<file path="src/clock_pin_routing_defs.vh">
// constants for the clock source and multifunction pin routing block
// Overview of operation
// two-bit field picks codec reference clock
// PLL offers alternative codec clock source
// oversampling ratio programmable from 1 to 1024; the code holds 1 to 1023 and stores a write of zero as 1
// PLL input from one of four pins
// exclusive pin serves only one function
// master clock pin feeds PLL and codec
// bit clock pin feeds PLL, codec, interface
// general pin feeds PLL and codec together
// pins take default functions after reset
// strap level picks I2C or SPI control
// reset and strap pins keep fixed functions
// power-on reset restores every field default
// host holds strap level, never changes it
// each pin select resets to its default
`ifndef CLOCK_PIN_ROUTING_DEFS_VH
`define CLOCK_PIN_ROUTING_DEFS_VH

// ----------------------------------------------------------------
// codec clock source codes (page 0 register 4, bits 1..0)
// ----------------------------------------------------------------
`define CCS_MCLK        2'h0
`define CCS_BCLK        2'h1
`define CCS_GPIO        2'h2
`define CCS_PLL         2'h3
`define CCS_RESET       2'h0

// ----------------------------------------------------------------
// pll input pin codes
// ----------------------------------------------------------------
`define PLLIN_MCLK      2'h0
`define PLLIN_BCLK      2'h1
`define PLLIN_DIN       2'h2
`define PLLIN_GPIO      2'h3
`define PLLIN_RESET     2'h0

// ----------------------------------------------------------------
// oversampling ratio registers and limits
// ----------------------------------------------------------------
`define DAC_OVERSAMPLING_RATIO_MSB_INDEX  8'h0D
`define DAC_OVERSAMPLING_RATIO_LSB_INDEX  8'h0E
`define DAC_OVERSAMPLING_RATIO_MIN        10'h001
`define DAC_OVERSAMPLING_RATIO_RESET      10'h080

// ----------------------------------------------------------------
// strap synchroniser fill count before the first capture
// ----------------------------------------------------------------
`define STRAP_FILL      2'h3

// ----------------------------------------------------------------
// per-pin function codes
// ----------------------------------------------------------------
`define BCLK_FN_IN      1'h0
`define BCLK_FN_OUT     1'h1
`define WCLK_FN_IN      1'h0
`define WCLK_FN_OUT     1'h1
`define DIN_FN_DATA     2'h0
`define DIN_FN_GPI      2'h1
`define DIN_FN_PLL      2'h2
`define GPIO_FN_OFF     2'h0
`define GPIO_FN_GPO     2'h1
`define GPIO_FN_INTERRUPT_OUTPUT_ONE    2'h2
`define GPIO_FN_INTERRUPT_OUTPUT_TWO    2'h3
`define MISO_FN_DATA    2'h0
`define MISO_FN_GPO     2'h1
`define MISO_FN_INTERRUPT_OUTPUT_ONE    2'h2
`define MISO_FN_INTERRUPT_OUTPUT_TWO    2'h3

`endif

</file>
<file path="src/audio_clock_source_pin_routing.v">
// clock source selection and multifunction pin routing
`timescale 1ns/1ps
`include "clock_pin_routing_defs.vh"

module audio_clock_source_pin_routing (
	input  wire       clk,
	input  wire       reset_n,
	input  wire [1:0] codec_clock_source,
	input  wire [1:0] pll_input_select,
	input  wire [7:0] dac_oversampling_ratio_msb_wr,
	input  wire [7:0] dac_oversampling_ratio_lsb_wr,
	input  wire       dac_oversampling_ratio_msb_we,
	input  wire       dac_oversampling_ratio_lsb_we,
	input  wire       bclk_fn,
	input  wire       wclk_fn,
	input  wire [1:0] din_fn,
	input  wire [1:0] gpio_fn,
	input  wire [1:0] miso_fn,
	input  wire       gpo_value,
	input  wire       gpo2_value,
	input  wire       interrupt_output_one_req,
	input  wire       interrupt_output_two_req,
	input  wire       bclk_internal,
	input  wire       wclk_internal,
	input  wire       spi_miso_data,
	input  wire       mclk_pin,
	input  wire       bclk_pin_in,
	input  wire       wclk_pin_in,
	input  wire       din_pin,
	input  wire       gpio_pin_in,
	input  wire       spi_select_strap,
	input  wire       pll_clock,
	output reg  [1:0] codec_clock_source_reg,
	output reg  [1:0] pll_input_select_reg,
	output reg  [9:0] dac_oversampling_ratio_reg,
	output reg        codec_clock_in,
	output reg        pll_clock_in,
	output reg        iface_bclk_in,
	output reg        iface_wclk_in,
	output reg        iface_data_in,
	output reg        gpi_din_reg,
	output wire       bclk_pin_out,
	output wire       bclk_pin_oe_n,
	output wire       wclk_pin_out,
	output wire       wclk_pin_oe_n,
	output wire       gpio_pin_out,
	output wire       gpio_pin_oe_n,
	output wire       miso_pin_out,
	output wire       miso_pin_oe_n,
	output reg        control_is_spi_reg
);

	reg       bclk_fn_reg;
	reg       wclk_fn_reg;
	reg [1:0] din_fn_reg;
	reg [1:0] gpio_fn_reg;
	reg [1:0] miso_fn_reg;
	reg [2:0] strap_sync_reg;
	reg [2:0] din_sync_reg;
	reg       strap_captured_reg;
	reg [1:0] strap_fill_reg;

	// ----------------------------------------------------------------
	// ratio merge helper
	// ----------------------------------------------------------------
	// merge byte writes into the stored ratio; zero folds to the minimum
	// the upper byte only contributes its two low bits
	function [9:0] ratio_merge;
		input [9:0] cur;
		input       msb_we;
		input [7:0] msb;
		input       lsb_we;
		input [7:0] lsb;
		reg   [9:0] raw;
		begin
			raw = {msb_we ? msb[1:0] : cur[9:8], lsb_we ? lsb : cur[7:0]};
			if (raw == 10'h000)
				ratio_merge = `DAC_OVERSAMPLING_RATIO_MIN;
			else
				ratio_merge = raw;
		end
	endfunction

	// ----------------------------------------------------------------
	// configuration fields, all forced to default at reset
	// ----------------------------------------------------------------
	always @(posedge clk or negedge reset_n) begin
		if (!reset_n) begin
			codec_clock_source_reg     <= `CCS_RESET;
			pll_input_select_reg       <= `PLLIN_RESET;
			dac_oversampling_ratio_reg <= `DAC_OVERSAMPLING_RATIO_RESET;
			bclk_fn_reg                <= `BCLK_FN_IN;
			wclk_fn_reg                <= `WCLK_FN_IN;
			din_fn_reg                 <= `DIN_FN_DATA;
			gpio_fn_reg                <= `GPIO_FN_OFF;
			miso_fn_reg                <= `MISO_FN_DATA;
		end else begin
			codec_clock_source_reg <= codec_clock_source;
			pll_input_select_reg   <= pll_input_select;
			bclk_fn_reg            <= bclk_fn;
			wclk_fn_reg            <= wclk_fn;
			din_fn_reg             <= din_fn;
			gpio_fn_reg            <= gpio_fn;
			miso_fn_reg            <= miso_fn;
			// two-part ratio; either byte may be written alone
			if (dac_oversampling_ratio_msb_we || dac_oversampling_ratio_lsb_we) begin
				dac_oversampling_ratio_reg <= ratio_merge(dac_oversampling_ratio_reg,
				                                          dac_oversampling_ratio_msb_we, dac_oversampling_ratio_msb_wr,
				                                          dac_oversampling_ratio_lsb_we, dac_oversampling_ratio_lsb_wr);
			end
		end
	end

	// ----------------------------------------------------------------
	// strap and pin synchronisers
	// ----------------------------------------------------------------
	always @(posedge clk or negedge reset_n) begin
		if (!reset_n) begin
			strap_sync_reg     <= 3'h0;
			din_sync_reg       <= 3'h0;
			strap_captured_reg <= 1'h0;
			strap_fill_reg     <= 2'h0;
			control_is_spi_reg <= 1'h0;
			gpi_din_reg        <= 1'h0;
		end else begin
			strap_sync_reg <= {strap_sync_reg[1:0], spi_select_strap};
			din_sync_reg   <= {din_sync_reg[1:0], din_pin};
			// wait until the chain holds only pin samples, not reset zeros
			if (strap_fill_reg != `STRAP_FILL)
				strap_fill_reg <= strap_fill_reg + 2'h1;
			// strap caught once after reset release; host holds it
			if (!strap_captured_reg && strap_fill_reg == `STRAP_FILL &&
			    strap_sync_reg[2] == strap_sync_reg[1]) begin
				strap_captured_reg <= 1'h1;
				control_is_spi_reg <= strap_sync_reg[2];
			end
			if (din_fn_reg == `DIN_FN_GPI && din_sync_reg[2] == din_sync_reg[1])
				gpi_din_reg <= din_sync_reg[2];
		end
	end

	// ----------------------------------------------------------------
	// clock muxes: shared pins may feed several sinks at once
	// ----------------------------------------------------------------
	// the muxes are plain gates on clock nets; a select change may
	// produce a short pulse, so software should switch sources while
	// the downstream dividers are held off
	// codec reference clock select
	always @* begin
		case (codec_clock_source_reg)
			`CCS_MCLK: codec_clock_in = mclk_pin;
			`CCS_BCLK: codec_clock_in = bclk_pin_in;
			`CCS_GPIO: codec_clock_in = gpio_pin_in;
			`CCS_PLL:  codec_clock_in = pll_clock;
			default:   codec_clock_in = mclk_pin;
		endcase
	end

	// pll reference pin select; data pin only when lent to the pll
	always @* begin
		case (pll_input_select_reg)
			`PLLIN_MCLK: pll_clock_in = mclk_pin;
			`PLLIN_BCLK: pll_clock_in = bclk_pin_in;
			`PLLIN_DIN:  pll_clock_in = (din_fn_reg == `DIN_FN_PLL) ? din_pin : 1'b0;
			`PLLIN_GPIO: pll_clock_in = gpio_pin_in;
			default:     pll_clock_in = mclk_pin;
		endcase
	end

	// audio interface inputs; an output pin loops its own clock back
	always @* begin
		iface_bclk_in = (bclk_fn_reg == `BCLK_FN_IN) ? bclk_pin_in : bclk_internal;
		iface_wclk_in = (wclk_fn_reg == `WCLK_FN_IN) ? wclk_pin_in : wclk_internal;
		iface_data_in = (din_fn_reg == `DIN_FN_DATA) ? din_pin : 1'b0;
	end

	// ----------------------------------------------------------------
	// pin drivers; each exclusive pin drives at most one function
	// ----------------------------------------------------------------
	// output enables are active low; an undriven clock or gpio pin shows a quiet zero
	// on its data line, while an undriven miso pin still carries spi_miso_data
	// bit and word clock pins
	assign bclk_pin_out  = (bclk_fn_reg == `BCLK_FN_OUT) ? bclk_internal : 1'b0;
	assign bclk_pin_oe_n = (bclk_fn_reg != `BCLK_FN_OUT);
	assign wclk_pin_out  = (wclk_fn_reg == `WCLK_FN_OUT) ? wclk_internal : 1'b0;
	assign wclk_pin_oe_n = (wclk_fn_reg != `WCLK_FN_OUT);

	// general-purpose pin: one output source at a time
	assign gpio_pin_out  = (gpio_fn_reg == `GPIO_FN_GPO)  ? gpo_value :
	                       (gpio_fn_reg == `GPIO_FN_INTERRUPT_OUTPUT_ONE) ? interrupt_output_one_req :
	                       (gpio_fn_reg == `GPIO_FN_INTERRUPT_OUTPUT_TWO) ? interrupt_output_two_req : 1'b0;
	assign gpio_pin_oe_n = (gpio_fn_reg == `GPIO_FN_OFF);

	// serial data out pin: control data by default, else one alternate
	assign miso_pin_out  = (miso_fn_reg == `MISO_FN_GPO)  ? gpo2_value :
	                       (miso_fn_reg == `MISO_FN_INTERRUPT_OUTPUT_ONE) ? interrupt_output_one_req :
	                       (miso_fn_reg == `MISO_FN_INTERRUPT_OUTPUT_TWO) ? interrupt_output_two_req : spi_miso_data;
	assign miso_pin_oe_n = (miso_fn_reg == `MISO_FN_DATA) && !control_is_spi_reg;

endmodule // audio_clock_source_pin_routing

</file>
<file path="config.mk">
export PLATFORM = sky130hd
export DESIGN_NAME = audio_clock_source_pin_routing
export DESIGN_NICKNAME = d
export VERILOG_FILES = /design/src/audio_clock_source_pin_routing.v
export VERILOG_INCLUDE_DIRS = /design/src /design/src/src
export SDC_FILE = /design/constraint.sdc
export NUM_CORES = 1
export LEC_CHECK = 0
export BUFFER_PORTS_ARGS = -buffer_cell sky130_fd_sc_hd__buf_4
export CAP_MARGIN = 20
export CORE_MARGIN = 4
export CORE_UTILIZATION = 38
export DETAILED_ROUTE_END_ITERATION = 10
export GPL_TIMING_DRIVEN = 1
export PLACE_DENSITY = 0.74
export RECOVER_POWER = 100
export SLEW_MARGIN = 25
export SYNTH_ARGS = -nofsm -noshare
export SYNTH_HDL_FRONTEND = slang
export SYNTH_SLANG_ARGS = --single-unit
</file>
<file path="constraint.sdc">
create_clock -name clk -period 1.45 [get_ports clk]
set_clock_uncertainty 0.1 [all_clocks]
set_input_delay 0.0725 -clock clk [delete_from_list [all_inputs] [get_ports clk]]
set_output_delay 0.0725 -clock clk [all_outputs]
set_load 0.02 [all_outputs]
</file>
Word level (Yosys, flattened, before mapping)
Index checks and enable logic that the tools add are counted.
{ "op_classes": {"n_addsub": 1, "n_eq_ne": 18, "muxes": 17, "bitwise": 2, "n_reduce_logical": 13} }
{ "ops": {"columns": ["op", "n"], "rows": [
  ["$eq A2 B2 Y1 const B", 10],
  ["$mux W1", 12],
  ["$eq A2 B1 Y1 const B", 5],
  ["$logic_not A10 Y1", 1],
  ["$logic_not A2 Y1", 5],
  ["$mux W10", 1],
  ["$mux W8", 1],
  ["$pmux W1 S4", 2],
  ["$logic_and A1 B1 Y1", 4],
  ["$add A2 B1 Y2 const B", 1],
  ["$eq A1 B1 Y1", 2],
  ["$logic_not A1 Y1", 2],
  ["$mux W2", 1],
  ["$ne A2 B2 Y1 const B", 1],
  ["$not A1 Y1", 2],
  ["$logic_or A1 B1 Y1", 1]
]} }
{ "word_totals": {"regBits": 33, "inputBits": 46, "output_inout_bits": 29} }

Depth between registers and ports, before layout
Gate-level depths: netlist of the first run.
{ "depth": {"word_depth": 4, "mapped_depth": 5} }

Worst setup path after synthesis of the first run
No wires, ideal clock.
{ "synth_path": {"path_kind": "reg2reg", "start": "register dac_oversampling_ratio_reg[4]", "end": "register dac_oversampling_ratio_reg[0]", "setup_time_ps": 79, "t_arrival_ps": 1293, "required_time_ps": 1271, "path_slack_ps": -23, "stages_incl_launch_ff": 5, "path_buffers": 0, "synth_period_minus_slack_ps": 1473, "cell_sequence": "dfrtp_1 -> or3_1 -> a211oi_2 -> a41oi_1 -> mux2i_1"} }
{ "synth_between": {"elab_chain_len": 3} }
{ "synth_lines": {"columns": ["item", "line_no", "source"], "rows": [
  ["start, declared", "audio_clock_source_pin_routing.v:35", "output reg [9:0] dac_oversampling_ratio_reg,"],
  ["start signal, assigned", "audio_clock_source_pin_routing.v:91", "dac_oversampling_ratio_reg <= `DAC_OVERSAMPLING_RATIO_RESET;"],
  ["start signal, assigned", "audio_clock_source_pin_routing.v:107", "dac_oversampling_ratio_reg <= ratio_merge(dac_oversampling_ratio_reg,"],
  ["$mux W8", "audio_clock_source_pin_routing.v:76", "raw = {msb_we ? msb[1:0] : cur[9:8], lsb_we ? lsb : cur[7:0]};"],
  ["$logic_not A10 Y1", "audio_clock_source_pin_routing.v:77", "if (raw == 10'h000)"],
  ["$mux W10", "audio_clock_source_pin_routing.v:77", null]
]} }
Every way passes these cells.
A chain may end at the register's enable or synchronous reset.

Worst setup path in the final report of the first run
{ "layout_path": {"start": "register din_fn_reg[1]", "end": "output port pll_clock_in"} }
{ "layout_between": {"elab_chain_len": 3} }
{ "layout_lines": {"columns": ["item", "line_no", "source"], "rows": [
  ["start, declared", "audio_clock_source_pin_routing.v:55", "reg [1:0] din_fn_reg;"],
  ["start signal, assigned", "audio_clock_source_pin_routing.v:94", "din_fn_reg <= `DIN_FN_DATA;"],
  ["start signal, assigned", "audio_clock_source_pin_routing.v:102", "din_fn_reg <= din_fn;"],
  ["$eq A2 B2 Y1 (no line)", null, null],
  ["$mux W1", "audio_clock_source_pin_routing.v:164", "`PLLIN_DIN: pll_clock_in = (din_fn_reg == `DIN_FN_PLL) ? din_pin : 1'b0;"],
  ["$pmux W1 S4", "audio_clock_source_pin_routing.v:161", "case (pll_input_select_reg)"],
  ["end, declared", "audio_clock_source_pin_routing.v:37", "output reg pll_clock_in,"]
]} }
Every way passes these cells.

==> run_summary.xml, run 1 <==
<?xml version="1.0" encoding="UTF-8"?>
<metrics>
  <group name="yosys">
    <metric name="post_synth_num_cell_types" unit="">26</metric>
    <metric name="synthAdderAreaFrac" unit="%">0.984</metric>
    <metric name="synth-edff-count" unit="">0</metric>
    <metric name="synthesis.area" unit="µm²">1270</metric>
    <metric name="synthMuxAreaShare" unit="%">15.8</metric>
    <metric name="postSynthAreaPerCell" unit="µm²">14.6</metric>
    <metric name="cell_count_after_synthesis" unit="">87</metric>
    <metric name="synth_top_family_by_area" unit="">multiplexers</metric>
    <metric name="synthArstFlopShare" unit="%">100</metric>
    <metric name="ys_seq_area_share" unit="%">65.1</metric>
    <metric name="synth_compound_area_share" unit="%">6.20</metric>
    <metric name="ys.flop_type" unit="">sky130_fd_sc_hd__dfrtp_1</metric>
    <metric name="synth_fp_nets" unit="">134</metric>
    <metric name="yosys.area_share.simple" unit="%">8.17</metric>
    <metric name="synth_xor_area_share" unit="%">1.38</metric>
    <metric name="postSynthRegisterBits" unit="">33</metric>
    <metric name="yosysWarnings" unit="">0</metric>
  </group>
  <group name="route">
    <metric name="vias" unit="">1140</metric>
    <metric name="antenna_left" unit="">0</metric>
    <metric name="drc" unit="">0</metric>
    <metric name="drt_first_iter_violations" unit="">24</metric>
    <metric name="first_pass_iteration_count_of_the_detailed_router" unit="">4</metric>
    <metric name="detail_route.vias_per_cell" unit="">4.62</metric>
    <metric name="wl_per_cell" unit="µm">15.5</metric>
    <metric name="wl" unit="µm">3820</metric>
  </group>
  <group name="timing">
    <metric name="rsz0062_at_grt" unit="">yes</metric>
    <metric name="tightest_slew_margin_relative_to_the_limit" unit="%">47.0</metric>
    <metric name="layout_setup_ws" unit="ns">-0.147</metric>
    <metric name="timing.final.crit_share" unit="%">110</metric>
    <metric name="final_period_minus_worst_setup_slack" unit="ns">1.60</metric>
    <metric name="max_clock_freq" unit="MHz">626</metric>
    <metric name="tightestPinTransition" unit="ns">0.795</metric>
    <metric name="hold_viol" unit="">0</metric>
    <metric name="final_max_slew_viol_count" unit="">0</metric>
    <metric name="setup_viol_count_final" unit="">6</metric>
  </group>
  <group name="cts">
    <metric name="cts_tree" unit="">yes</metric>
    <metric name="cts_made_buffers" unit="">5</metric>
    <metric name="clock_sink_count" unit="">33</metric>
    <metric name="clk-insertion-delay-late" unit="ns">0.32</metric>
    <metric name="cts_root_buf" unit="">sky130_fd_sc_hd__clkbuf_4</metric>
    <metric name="clk_pin_slew_worst_paths" unit="ns">0.10</metric>
    <metric name="ctsHtreeMaxLevel" unit="">2</metric>
    <metric name="clock_path_buffers" unit="">2</metric>
  </group>
  <group name="placed_design">
    <metric name="detailedPlacementHpwl" unit="µm">2260</metric>
    <metric name="post-place-cells" unit="">198</metric>
    <metric name="place_area" unit="µm²">1830</metric>
    <metric name="place_worst_setup_slack" unit="ns">-0.00633</metric>
    <metric name="globalplace.congestion" unit="">0.695</metric>
    <metric name="place.port_buffers" unit="">68</metric>
  </group>
  <group name="power_and_ir_drop">
    <metric name="vdd_ir_drop_max" unit="V">0.000586</metric>
    <metric name="finalPower" unit="mW">2.06</metric>
    <metric name="power_leakage" unit="nW">1.05</metric>
    <metric name="power.density" unit="nW/µm²">919</metric>
  </group>
  <group name="global_route">
    <metric name="grt_pass1_vias" unit="">1196</metric>
    <metric name="initial_antenna_violation_count" unit="">0</metric>
    <metric name="first_pass_grt_wire_length" unit="µm">5460</metric>
    <metric name="grt_overflow_total" unit="">0</metric>
    <metric name="pin_count_of_the_biggest_net_entering_global_routing" unit="">34</metric>
    <metric name="aggregate_global_route_resource_usage" unit="%">17.1</metric>
  </group>
  <group name="critical_path">
    <metric name="worstPathMaxFanout" unit="">2</metric>
    <metric name="crit_required" unit="ns">1.28</metric>
    <metric name="crit_type" unit="">reg -&gt; out</metric>
    <metric name="crit_path_top_delay_cell" unit="">sky130_fd_sc_hd__mux4_2</metric>
    <metric name="worst_path_dominant_cell_family" unit="">multiplexers</metric>
    <metric name="arrival_time_of_the_worst_setup_path" unit="ns">1.42</metric>
    <metric name="timing.critical_path.buf_inv" unit="">2</metric>
    <metric name="worst_setup_path_start_kind" unit="">flop</metric>
    <metric name="critPathMaxStageDelay" unit="ns">0.45</metric>
    <metric name="worst_setup_path_end_kind" unit="">output port</metric>
    <metric name="timing.critical_path.cells" unit="">inv_2, nor3b_1, mux4_2, buf_6</metric>
  </group>
  <group name="final_layout">
    <metric name="largest_register_ff_count" unit="">10</metric>
    <metric name="instances_no_fill" unit="">247</metric>
    <metric name="design.final.nets" unit="">249</metric>
    <metric name="area_growth_syn_to_layout" unit="%">76.3</metric>
    <metric name="antenna-diode-count" unit="">0</metric>
    <metric name="layout.cell_area.non_filler" unit="µm²">2240</metric>
    <metric name="final_layout_size_suffix_gt1_share" unit="%">41.4</metric>
  </group>
  <group name="floorplan">
    <metric name="core_rows" unit="">20</metric>
    <metric name="overall_die_area" unit="µm²">4330</metric>
    <metric name="starting_density_of_the_core" unit="%">40.6</metric>
    <metric name="chipHeight" unit="µm">65.8</metric>
    <metric name="core_area" unit="µm²">3130</metric>
    <metric name="boundaryPins" unit="">75</metric>
    <metric name="die-width" unit="µm">65.8</metric>
  </group>
  <group name="run">
    <metric name="max_capacitance_violation_count" unit="">0</metric>
  </group>
  <group name="status">
    <metric name="violations" unit="">negative setup slack</metric>
    <metric name="outcome" unit="">finished with violations</metric>
  </group>
  <group name="hold_path">
    <metric name="min_path_type" unit="">in -&gt; reg</metric>
  </group>
</metrics>
==> per-stage QoR <==
stage | TNS (ns) | hold WS, ns | utilization (%)
detailed placement | -0.00633 | -0.0641 | 58.4
finish | -0.511 | 0.167 | 71.6
CTS | -0.551 | 0.00566 | 72.0
floorplan | 0 | -0.323 | -
global route | -1.01 | 0.187 | 71.6
global placement | 0 | -0.0718 | 58.4
==> placed cells by master (no fill, tap or decap), drive strengths merged <==
cell	n
nor3	1
clkinv	1
a31oi	3
inv	5
clkbuf	46
nor3b	2
buf	40
o32ai	1
or4b	1
mux2i	1
xnor2	2
and2	2
a21o	2
a41oi	1
dlygate4sd3	28
a211oi	1
a21oi	2
dlymetal6s4s	2
mux2	11
nand3	1
dfrtp	32
or3b	1
mux4	3
or3	1
dfstp	1
o21ai	1
ha	1
nand3b	1
nor2	5
nand2	4
==> Yosys cell counts, drive strengths merged (2+ instances only) <==
cell | instances | area, µm²
a21o | 2 | 15.0
a21oi | 2 | 10.0
a31oi | 3 | 18.8
and2 | 2 | 12.5
dfrtp | 32 | 801
inv | 5 | 18.8
mux2 | 11 | 124
mux4 | 3 | 67.6
nand2 | 4 | 15.0
nor2 | 5 | 18.8
nor3b | 2 | 15.0
xnor2 | 2 | 17.5
==> final timing paths <==
kind / endpoint / cells past startpoint / slack (ns) / from
worst max-delay path: pll_clock_in / 4 / -0.15 / din_fn_reg[1]
worst min-delay path: dac_oversampling_ratio_reg[0] / 5 / 0.17 / dac_oversampling_ratio_lsb_wr[6]
worst max register to register: dac_oversampling_ratio_reg[2] / 2 / 0.03 / dac_oversampling_ratio_reg[2]
worst min register to register: strap_sync_reg[1] / 0 / 0.26 / strap_sync_reg[0]
max in group asynchronous: dac_oversampling_ratio_reg[4] / 2 / 0.45 / reset_n
min in group asynchronous: pll_input_select_reg[1] / 2 / 0.25 / reset_n
==> per-layer routing <==
metal / share of wire, % / up-vias / track usage, % / wire length [µm]
met3: 8.7 / 9 / 5.10 / 334
li1: - / 540 / - / -
met5: 0 / - / 0 / 0
met1: 37 / 532 / 19.8 / 1430
met4: 1.8 / 0 / 6.22 / 67
met2: 52 / 59 / 29.5 / 1990
==> layout make-up <==
type                    count  area (µm²)
multi-input cells          48         440
clock buffers               7        65.1
flip-flops and latches     33         828
clock inverters             1        5.00
repair buffers            109         828
well taps                  44        55.1
inverters                   5        18.8
fillers                   233         887
==> power breakdown <==
group          switching, mW  total, mW  internal [mW]  leakage [nW]
sequential            0.0395       1.02          0.978         0.378
combinational          0.212      0.466          0.254         0.635
clock                  0.296      0.577          0.281        0.0413
==> tightest hold or removal path, delay by kind of cell <==
kind / cells / cell delay, ns
AND/OR/NAND/NOR: 2 / 0.15
AO/OA/AOI/OAI: 1 / 0.17
buffers and inverters: 1 / 0.08
multiplexers: 1 / 0.08
==> kinds of logic after synthesis <==
kind of cell | after synthesis
fa+ha+maj | 1
simple gates | 19
buf+inv | 6
mux | 15
compound gates | 11
xor+xnor | 2
flops | 33
==> timing repair <==
item	4_1_cts	5_1_grt
resized for setup	7	10
hold buffers	30	1
pin swaps	4	1
hold endpoints to repair	57	1
buffers inserted	5	6
setup endpoints to repair	5	10
No activity file was read; power rests on OpenSTA's default activity.
==> run 2, diff against run 1 <==
==> constraint.sdc (replaced) <==
create_clock -name clk -period 1.45 [get_ports clk]
set_clock_uncertainty 0.1 [all_clocks]
set_input_delay 0.3625 -clock clk [delete_from_list [all_inputs] [get_ports clk]]
set_output_delay 0.3625 -clock clk [all_outputs]
set_load 0.02 [all_outputs]
==> run 2 against run 1 <==
  * Combinational power is 9.9% lower
  * Flip-flop and latch count stayed put
  * Utilization is 5.5 points lower
  * The flow still finishes with violations (negative setup slack)
  * Clock-buffer cell count is 1 higher
  * Critical path depth stayed put
  * Via count is 5.7% lower
  * Die area stayed put
  * Largest power group unchanged
==> run_summary.xml, run 2 (synthesis results as in run 1) <==
<?xml version="1.0" encoding="UTF-8"?>
<metrics>
  <group name="status">
    <metric name="outcome" unit="">finished with violations</metric>
    <metric name="violations" unit="">negative setup slack</metric>
  </group>
  <group name="final_layout">
    <metric name="design.final.nets" unit="">223</metric>
    <metric name="antenna-diode-count" unit="">0</metric>
    <metric name="layout.cells.most_common_list" unit="">sky130_fd_sc_hd__buf_4 (39), sky130_fd_sc_hd__dfrtp_1 (29), sky130_fd_sc_hd__clkbuf_4 (18), sky130_fd_sc_hd__buf_6 (14), sky130_fd_sc_hd__clkbuf_2 (11)</metric>
    <metric name="most_common_cell_after_layout_fill_and_taps_aside" unit="">sky130_fd_sc_hd__buf_4</metric>
    <metric name="area_growth_syn_to_layout" unit="%">62.8</metric>
    <metric name="largest_register_ff_count" unit="">10</metric>
    <metric name="final_layout_size_suffix_gt1_share" unit="%">63.3</metric>
    <metric name="post-route-util" unit="%">66.2</metric>
  </group>
  <group name="global_route">
    <metric name="grt_pass1_vias" unit="">1131</metric>
    <metric name="first_pass_grt_wire_length" unit="µm">5400</metric>
    <metric name="initial_antenna_violation_count" unit="">0</metric>
    <metric name="aggregate_global_route_resource_usage" unit="%">17.0</metric>
    <metric name="pin_count_of_the_biggest_net_entering_global_routing" unit="">34</metric>
    <metric name="grt_overflow_total" unit="">0</metric>
  </group>
  <group name="route">
    <metric name="detail_route.vias_per_cell" unit="">4.86</metric>
    <metric name="drc" unit="">0</metric>
    <metric name="antenna_left" unit="">0</metric>
    <metric name="drt_first_iter_violations" unit="">32</metric>
    <metric name="wl" unit="µm">3270</metric>
    <metric name="first_pass_iteration_count_of_the_detailed_router" unit="">4</metric>
    <metric name="vias" unit="">1075</metric>
    <metric name="wl_per_cell" unit="µm">14.8</metric>
  </group>
  <group name="placed_design">
    <metric name="globalplace.congestion" unit="">0.695</metric>
    <metric name="place_worst_setup_slack" unit="ns">-0.219</metric>
    <metric name="place.port_buffers" unit="">68</metric>
    <metric name="detailedPlacementHpwl" unit="µm">2470</metric>
  </group>
  <group name="floorplan">
    <metric name="die-width" unit="µm">65.8</metric>
    <metric name="core_rows" unit="">20</metric>
    <metric name="boundaryPins" unit="">75</metric>
    <metric name="core_area" unit="µm²">3130</metric>
    <metric name="chipHeight" unit="µm">65.8</metric>
    <metric name="overall_die_area" unit="µm²">4330</metric>
    <metric name="starting_density_of_the_core" unit="%">40.6</metric>
  </group>
  <group name="hold_path">
    <metric name="min_path_type" unit="">in -&gt; reg</metric>
  </group>
  <group name="power_and_ir_drop">
    <metric name="power.density" unit="nW/µm²">948</metric>
    <metric name="vdd_ir_drop_max" unit="V">0.000575</metric>
    <metric name="power_leakage" unit="nW">1.00</metric>
    <metric name="finalPower" unit="mW">1.96</metric>
  </group>
  <group name="critical_path">
    <metric name="crit_required" unit="ns">0.99</metric>
    <metric name="arrival_time_of_the_worst_setup_path" unit="ns">1.44</metric>
    <metric name="worst_setup_path_start_kind" unit="">flop</metric>
    <metric name="worst_setup_path_end_kind" unit="">output port</metric>
    <metric name="worstPathMaxFanout" unit="">2</metric>
    <metric name="crit_type" unit="">reg -&gt; out</metric>
  </group>
  <group name="timing">
    <metric name="timing.final.crit_share" unit="%">131</metric>
    <metric name="hold_viol" unit="">0</metric>
    <metric name="tightest_slew_margin_relative_to_the_limit" unit="%">46.9</metric>
    <metric name="final_period_minus_worst_setup_slack" unit="ns">1.90</metric>
    <metric name="setup_viol_count_final" unit="">12</metric>
    <metric name="tightestPinTransition" unit="ns">0.797</metric>
    <metric name="rsz0062_at_grt" unit="">yes</metric>
    <metric name="layout_setup_ws" unit="ns">-0.454</metric>
    <metric name="max_clock_freq" unit="MHz">525</metric>
    <metric name="final_max_slew_viol_count" unit="">0</metric>
  </group>
  <group name="cts">
    <metric name="ctsHtreeMaxLevel" unit="">2</metric>
    <metric name="clk-insertion-delay-late" unit="ns">0.32</metric>
    <metric name="clock_sink_count" unit="">33</metric>
    <metric name="cts_tree" unit="">yes</metric>
    <metric name="clock_path_buffers" unit="">2</metric>
    <metric name="cts_root_buf" unit="">sky130_fd_sc_hd__clkbuf_4</metric>
    <metric name="clk_pin_slew_worst_paths" unit="ns">0.10</metric>
    <metric name="cts_made_buffers" unit="">5</metric>
  </group>
  <group name="run">
    <metric name="max_capacitance_violation_count" unit="">0</metric>
  </group>
</metrics>
## run 2: changes by cell type in the layout (fill, tap and decap cells not counted), sizes merged
cell,previous run,this run
buf,40,56
dlymetal6s4s,2,0
clkbuf,46,33
dlygate4sd3,28,2
clkinv,1,0
## run 2: path summary, 6_finish.rpt
check / endpoint / slack (ns) / start / cells past startpoint
worst min register to register: din_sync_reg[1] / 0.26 / din_sync_reg[0] / 0
max in group asynchronous: control_is_spi_reg / 0.13 / reset_n / 2
worst max register to register: dac_oversampling_ratio_reg[0] / -0.02 / dac_oversampling_ratio_reg[4] / 4
worst min-delay path: pll_input_select_reg[0] / 0.06 / pll_input_select[0] / 1
min in group asynchronous: gpi_din_reg / 0.56 / reset_n / 2
worst max-delay path: pll_clock_in / -0.45 / din_fn_reg[1] / 4
## run 2: layout make-up
type                            count  area, µm²
Tap cell                           44       55.1
Clock buffer                        8       58.8
Multi-Input combinational cell     48        464
Timing Repair Buffer               83        642
Inverter                            5       18.8
Sequential cell                    33        831
Fill cell                         243       1060
## run 2: routing by layer
layer | vias up | global-route usage, % | share of wire, %
met4 | 0 | 5.18 | 1.6
li1 | 490 | - | -
met1 | 512 | 19.4 | 38
met2 | 65 | 28.8 | 49
met3 | 8 | 7.31 | 11
met5 | - | 0 | 0
## run 2: stage by stage
stage | instance area [µm²] | std cells | TNS (ns) | hold WS [ns]
after floorplan | 1280 | 87 | -0.0287 | -0.0331
after global routing | 2070 | 221 | -3.52 | 0.0273
after CTS | 2060 | 218 | -2.51 | 0.0176
after detailed placement | 1890 | 206 | -0.743 | 0.230
after global placement | 1890 | 206 | -0.606 | 0.219
final | 2070 | 221 | -2.48 | 0.0589
## run 2: timing repair
action,CTS,global route
gates resized for setup,24,7
endpoints found under the hold margin,32,1
setup buffers,3,3
setup endpoints to repair,14,16
hold buffers,1,1
pin swaps,3,2
## run 2: critical path: stages (launching register included)
cell                      delay (ns)
sky130_fd_sc_hd__dfrtp_1        0.40
sky130_fd_sc_hd__inv_2          0.07
sky130_fd_sc_hd__nor3b_2        0.04
sky130_fd_sc_hd__mux4_2         0.45
sky130_fd_sc_hd__buf_6          0.15
## run 2: report_power, final
group	internal (mW)	switching [mW]
clock network	0.239	0.283
registers	0.977	0.0424
logic	0.226	0.194
total	1.44	0.519
==> run 3, diff against run 2 <==
--- a/config.mk
+++ b/config.mk
@@ -8,6 +8,7 @@
 export LEC_CHECK = 0
 export BUFFER_PORTS_ARGS = -buffer_cell sky130_fd_sc_hd__buf_4
 export CAP_MARGIN = 20
+export CORE_ASPECT_RATIO = 1.4
 export CORE_MARGIN = 4
 export CORE_UTILIZATION = 38
 export DETAILED_ROUTE_END_ITERATION = 10
==> run 3 against run 2 <==
  * The run still ends with negative setup slack left
  * Worst setup slack better by 0.049 ns
  * Register-to-register slack worse by 0.05 ns
  * First-iteration DRC count down 28%
  * Cell count down 2.3%
  * Maximum frequency up 2.7%
  * Design area up 0.67%
  * Power up 7.0%
  * Sequential power about the same
  * Critical path type unchanged
  * Highest routed layer unchanged
==> run_summary.xml, run 3 (synthesis results as in run 1) <==
<?xml version="1.0" encoding="UTF-8"?>
<metrics>
  <group name="route">
    <metric name="wl_per_cell" unit="µm">15.5</metric>
    <metric name="drt_first_iter_violations" unit="">23</metric>
    <metric name="vias" unit="">1058</metric>
    <metric name="antenna_left" unit="">0</metric>
    <metric name="first_pass_iteration_count_of_the_detailed_router" unit="">4</metric>
    <metric name="drc" unit="">0</metric>
    <metric name="wl" unit="µm">3360</metric>
    <metric name="detail_route.vias_per_cell" unit="">4.90</metric>
  </group>
  <group name="timing">
    <metric name="timing.final.crit_share" unit="%">128</metric>
    <metric name="rsz0062_at_grt" unit="">yes</metric>
    <metric name="final_period_minus_worst_setup_slack" unit="ns">1.85</metric>
    <metric name="layout_setup_ws" unit="ns">-0.405</metric>
    <metric name="final_max_slew_viol_count" unit="">0</metric>
    <metric name="tightestPinTransition" unit="ns">0.778</metric>
    <metric name="finalSetupTns" unit="ns">-1.95</metric>
    <metric name="tightest_slew_margin_relative_to_the_limit" unit="%">48.1</metric>
    <metric name="max_clock_freq" unit="MHz">539</metric>
    <metric name="hold_viol" unit="">0</metric>
    <metric name="setup_viol_count_final" unit="">9</metric>
    <metric name="hold_ws" unit="ns">0.106</metric>
  </group>
  <group name="critical_path">
    <metric name="worstRegToRegCells" unit="">4</metric>
    <metric name="worstPathMaxFanout" unit="">2</metric>
    <metric name="timing.critical_path.buf_inv" unit="">2</metric>
    <metric name="crit_type" unit="">reg -&gt; out</metric>
    <metric name="timing.critical_path.cells" unit="">inv_2, nor3b_2, mux4_2, buf_6</metric>
    <metric name="critPathMaxStageDelay" unit="ns">0.45</metric>
    <metric name="crit_required" unit="ns">0.99</metric>
    <metric name="arrival_time_of_the_worst_setup_path" unit="ns">1.39</metric>
    <metric name="crit_cells" unit="">4</metric>
    <metric name="crit_path_top_delay_cell" unit="">sky130_fd_sc_hd__mux4_2</metric>
    <metric name="worst_path_dominant_cell_family" unit="">multiplexers</metric>
    <metric name="worst_setup_path_end_kind" unit="">output port</metric>
    <metric name="worst_setup_path_start_kind" unit="">flop</metric>
  </group>
  <group name="power_and_ir_drop">
    <metric name="netSwitchingFraction" unit="%">27.0</metric>
    <metric name="seqPwrFrac" unit="%">48.7</metric>
    <metric name="power.share.combinational" unit="%">20.0</metric>
    <metric name="vdd_ir_drop_max" unit="V">0.000865</metric>
    <metric name="power_leakage" unit="nW">0.998</metric>
    <metric name="power.density" unit="nW/µm²">1010</metric>
    <metric name="internal-power" unit="mW">1.53</metric>
    <metric name="share_clk_of_total_power" unit="%">31.3</metric>
    <metric name="power.net_switching" unit="mW">0.567</metric>
  </group>
  <group name="global_route">
    <metric name="first_pass_grt_wire_length" unit="µm">5170</metric>
    <metric name="grt_overflow_total" unit="">0</metric>
    <metric name="grt_pass1_vias" unit="">1203</metric>
    <metric name="pin_count_of_the_biggest_net_entering_global_routing" unit="">34</metric>
    <metric name="aggregate_global_route_resource_usage" unit="%">15.8</metric>
    <metric name="initial_antenna_violation_count" unit="">0</metric>
  </group>
  <group name="floorplan">
    <metric name="core_rows" unit="">24</metric>
    <metric name="starting_density_of_the_core" unit="%">40.3</metric>
    <metric name="chipHeight" unit="µm">76.4</metric>
    <metric name="overall_die_area" unit="µm²">4350</metric>
    <metric name="die-width" unit="µm">56.9</metric>
    <metric name="boundaryPins" unit="">75</metric>
    <metric name="core_area" unit="µm²">3150</metric>
  </group>
  <group name="final_layout">
    <metric name="layout.cells.most_common_list" unit="">sky130_fd_sc_hd__buf_4 (38), sky130_fd_sc_hd__dfrtp_1 (30), sky130_fd_sc_hd__clkbuf_4 (14), sky130_fd_sc_hd__buf_6 (13), sky130_fd_sc_hd__clkbuf_2 (12)</metric>
    <metric name="post-route-util" unit="%">66.1</metric>
    <metric name="most_common_cell_after_layout_fill_and_taps_aside" unit="">sky130_fd_sc_hd__buf_4</metric>
    <metric name="largest_register_ff_count" unit="">10</metric>
    <metric name="antenna-diode-count" unit="">0</metric>
    <metric name="area_growth_syn_to_layout" unit="%">63.9</metric>
    <metric name="fillerInstances" unit="">245</metric>
    <metric name="design.final.nets" unit="">223</metric>
    <metric name="layout.cell_area.non_filler" unit="µm²">2080</metric>
    <metric name="final_layout_size_suffix_gt1_share" unit="%">63.3</metric>
  </group>
  <group name="cts">
    <metric name="ctsHtreeMaxLevel" unit="">2</metric>
    <metric name="clock_path_buffers" unit="">2</metric>
    <metric name="clock_sink_count" unit="">33</metric>
    <metric name="cts_made_buffers" unit="">5</metric>
    <metric name="cts_tree" unit="">yes</metric>
    <metric name="cts_root_buf" unit="">sky130_fd_sc_hd__clkbuf_8</metric>
    <metric name="clk-insertion-delay-late" unit="ns">0.28</metric>
    <metric name="clk_pin_slew_worst_paths" unit="ns">0.07</metric>
  </group>
  <group name="placed_design">
    <metric name="detailedPlacementHpwl" unit="µm">2470</metric>
    <metric name="globalplace.congestion" unit="">0.777</metric>
    <metric name="place.port_buffers" unit="">68</metric>
    <metric name="place_area" unit="µm²">1870</metric>
  </group>
  <group name="hold_path">
    <metric name="hold_depth" unit="">1</metric>
    <metric name="min_path_type" unit="">in -&gt; reg</metric>
  </group>
  <group name="run">
    <metric name="max_capacitance_violation_count" unit="">0</metric>
  </group>
  <group name="status">
    <metric name="violations" unit="">negative setup slack</metric>
    <metric name="outcome" unit="">finished with violations</metric>
  </group>
</metrics>
[run 3: cell count changes in the layout (fill, tap and decap cells not counted), sizes merged]
cell / change
clkinvlp: +1
buf: -5
dlygate4sd3: -1
clkbuf: +3
clkinv: +2
[run 3: power groups by stage]
stage	clock, mW	sequential (mW)	combinational, mW
floorplan	0	1.07	0.125
global placement	0	1.03	0.385
detailed placement	0	1.03	0.395
CTS	0.676	1.02	0.432
global route	0.720	1.03	0.451
finish	0.657	1.02	0.420
[run 3: metrics by stage]
stage,instances,power (mW),setup slack (ns)
floorplan,87,1.20,-0.0169
global route,216,2.20,-0.450
CTS,218,2.13,-0.403
global placement,200,1.42,-0.214
detailed placement,200,1.43,-0.248
finish,216,2.10,-0.405
[run 3: path summary, 6_finish.rpt]
path	from	end	slack, ns
min reg2reg	strap_sync_reg[0]	strap_sync_reg[1]	0.26
max	din_fn_reg[1]	pll_clock_in	-0.40
max in group asynchronous	reset_n	pll_input_select_reg[1]	0.12
min in group asynchronous	reset_n	codec_clock_source_reg[1]	0.59
min	spi_select_strap	strap_sync_reg[0]	0.11
max reg2reg	dac_oversampling_ratio_reg[7]	dac_oversampling_ratio_reg[0]	-0.07
[run 3: what timing repair did]
item                       4_1_cts  5_1_grt
setup buffers                    9        3
gates resized for setup         13       19
hold endpoints to repair        32        0
hold buffers                     1        0
pin swaps                        6        7
setup endpoints to repair       11       15
[run 3: worst register-to-register path: cells and delay by family, from the launching register on]
family / cells / cell delay (ns)
AO/OA/AOI/OAI: 2 / 0.44
flip-flops: 1 / 0.39
AND/OR/NAND/NOR: 1 / 0.38
multiplexers: 1 / 0.14
[run 3: layout make-up]
type	instances	area, µm²	share of cell area (%)
Sequential cell	33	830	39.8
Timing Repair Buffer	83	626	30.0
Multi-Input combinational cell	48	469	22.5
Clock buffer	5	68.8	3.30
Tap cell	39	48.8	2.34
Inverter	5	23.8	1.14
Clock inverter	3	17.5	0.841
[run 3: layer usage]
metal	global-route usage (%)	share of wire, %	wire, µm	vias up
met4	7.66	1.5	49	0
met3	5.59	5.9	197	4
met2	29.5	62	2090	39
met1	14.3	30	1020	530
li1	-	-	-	485
met5	0	0	0	-
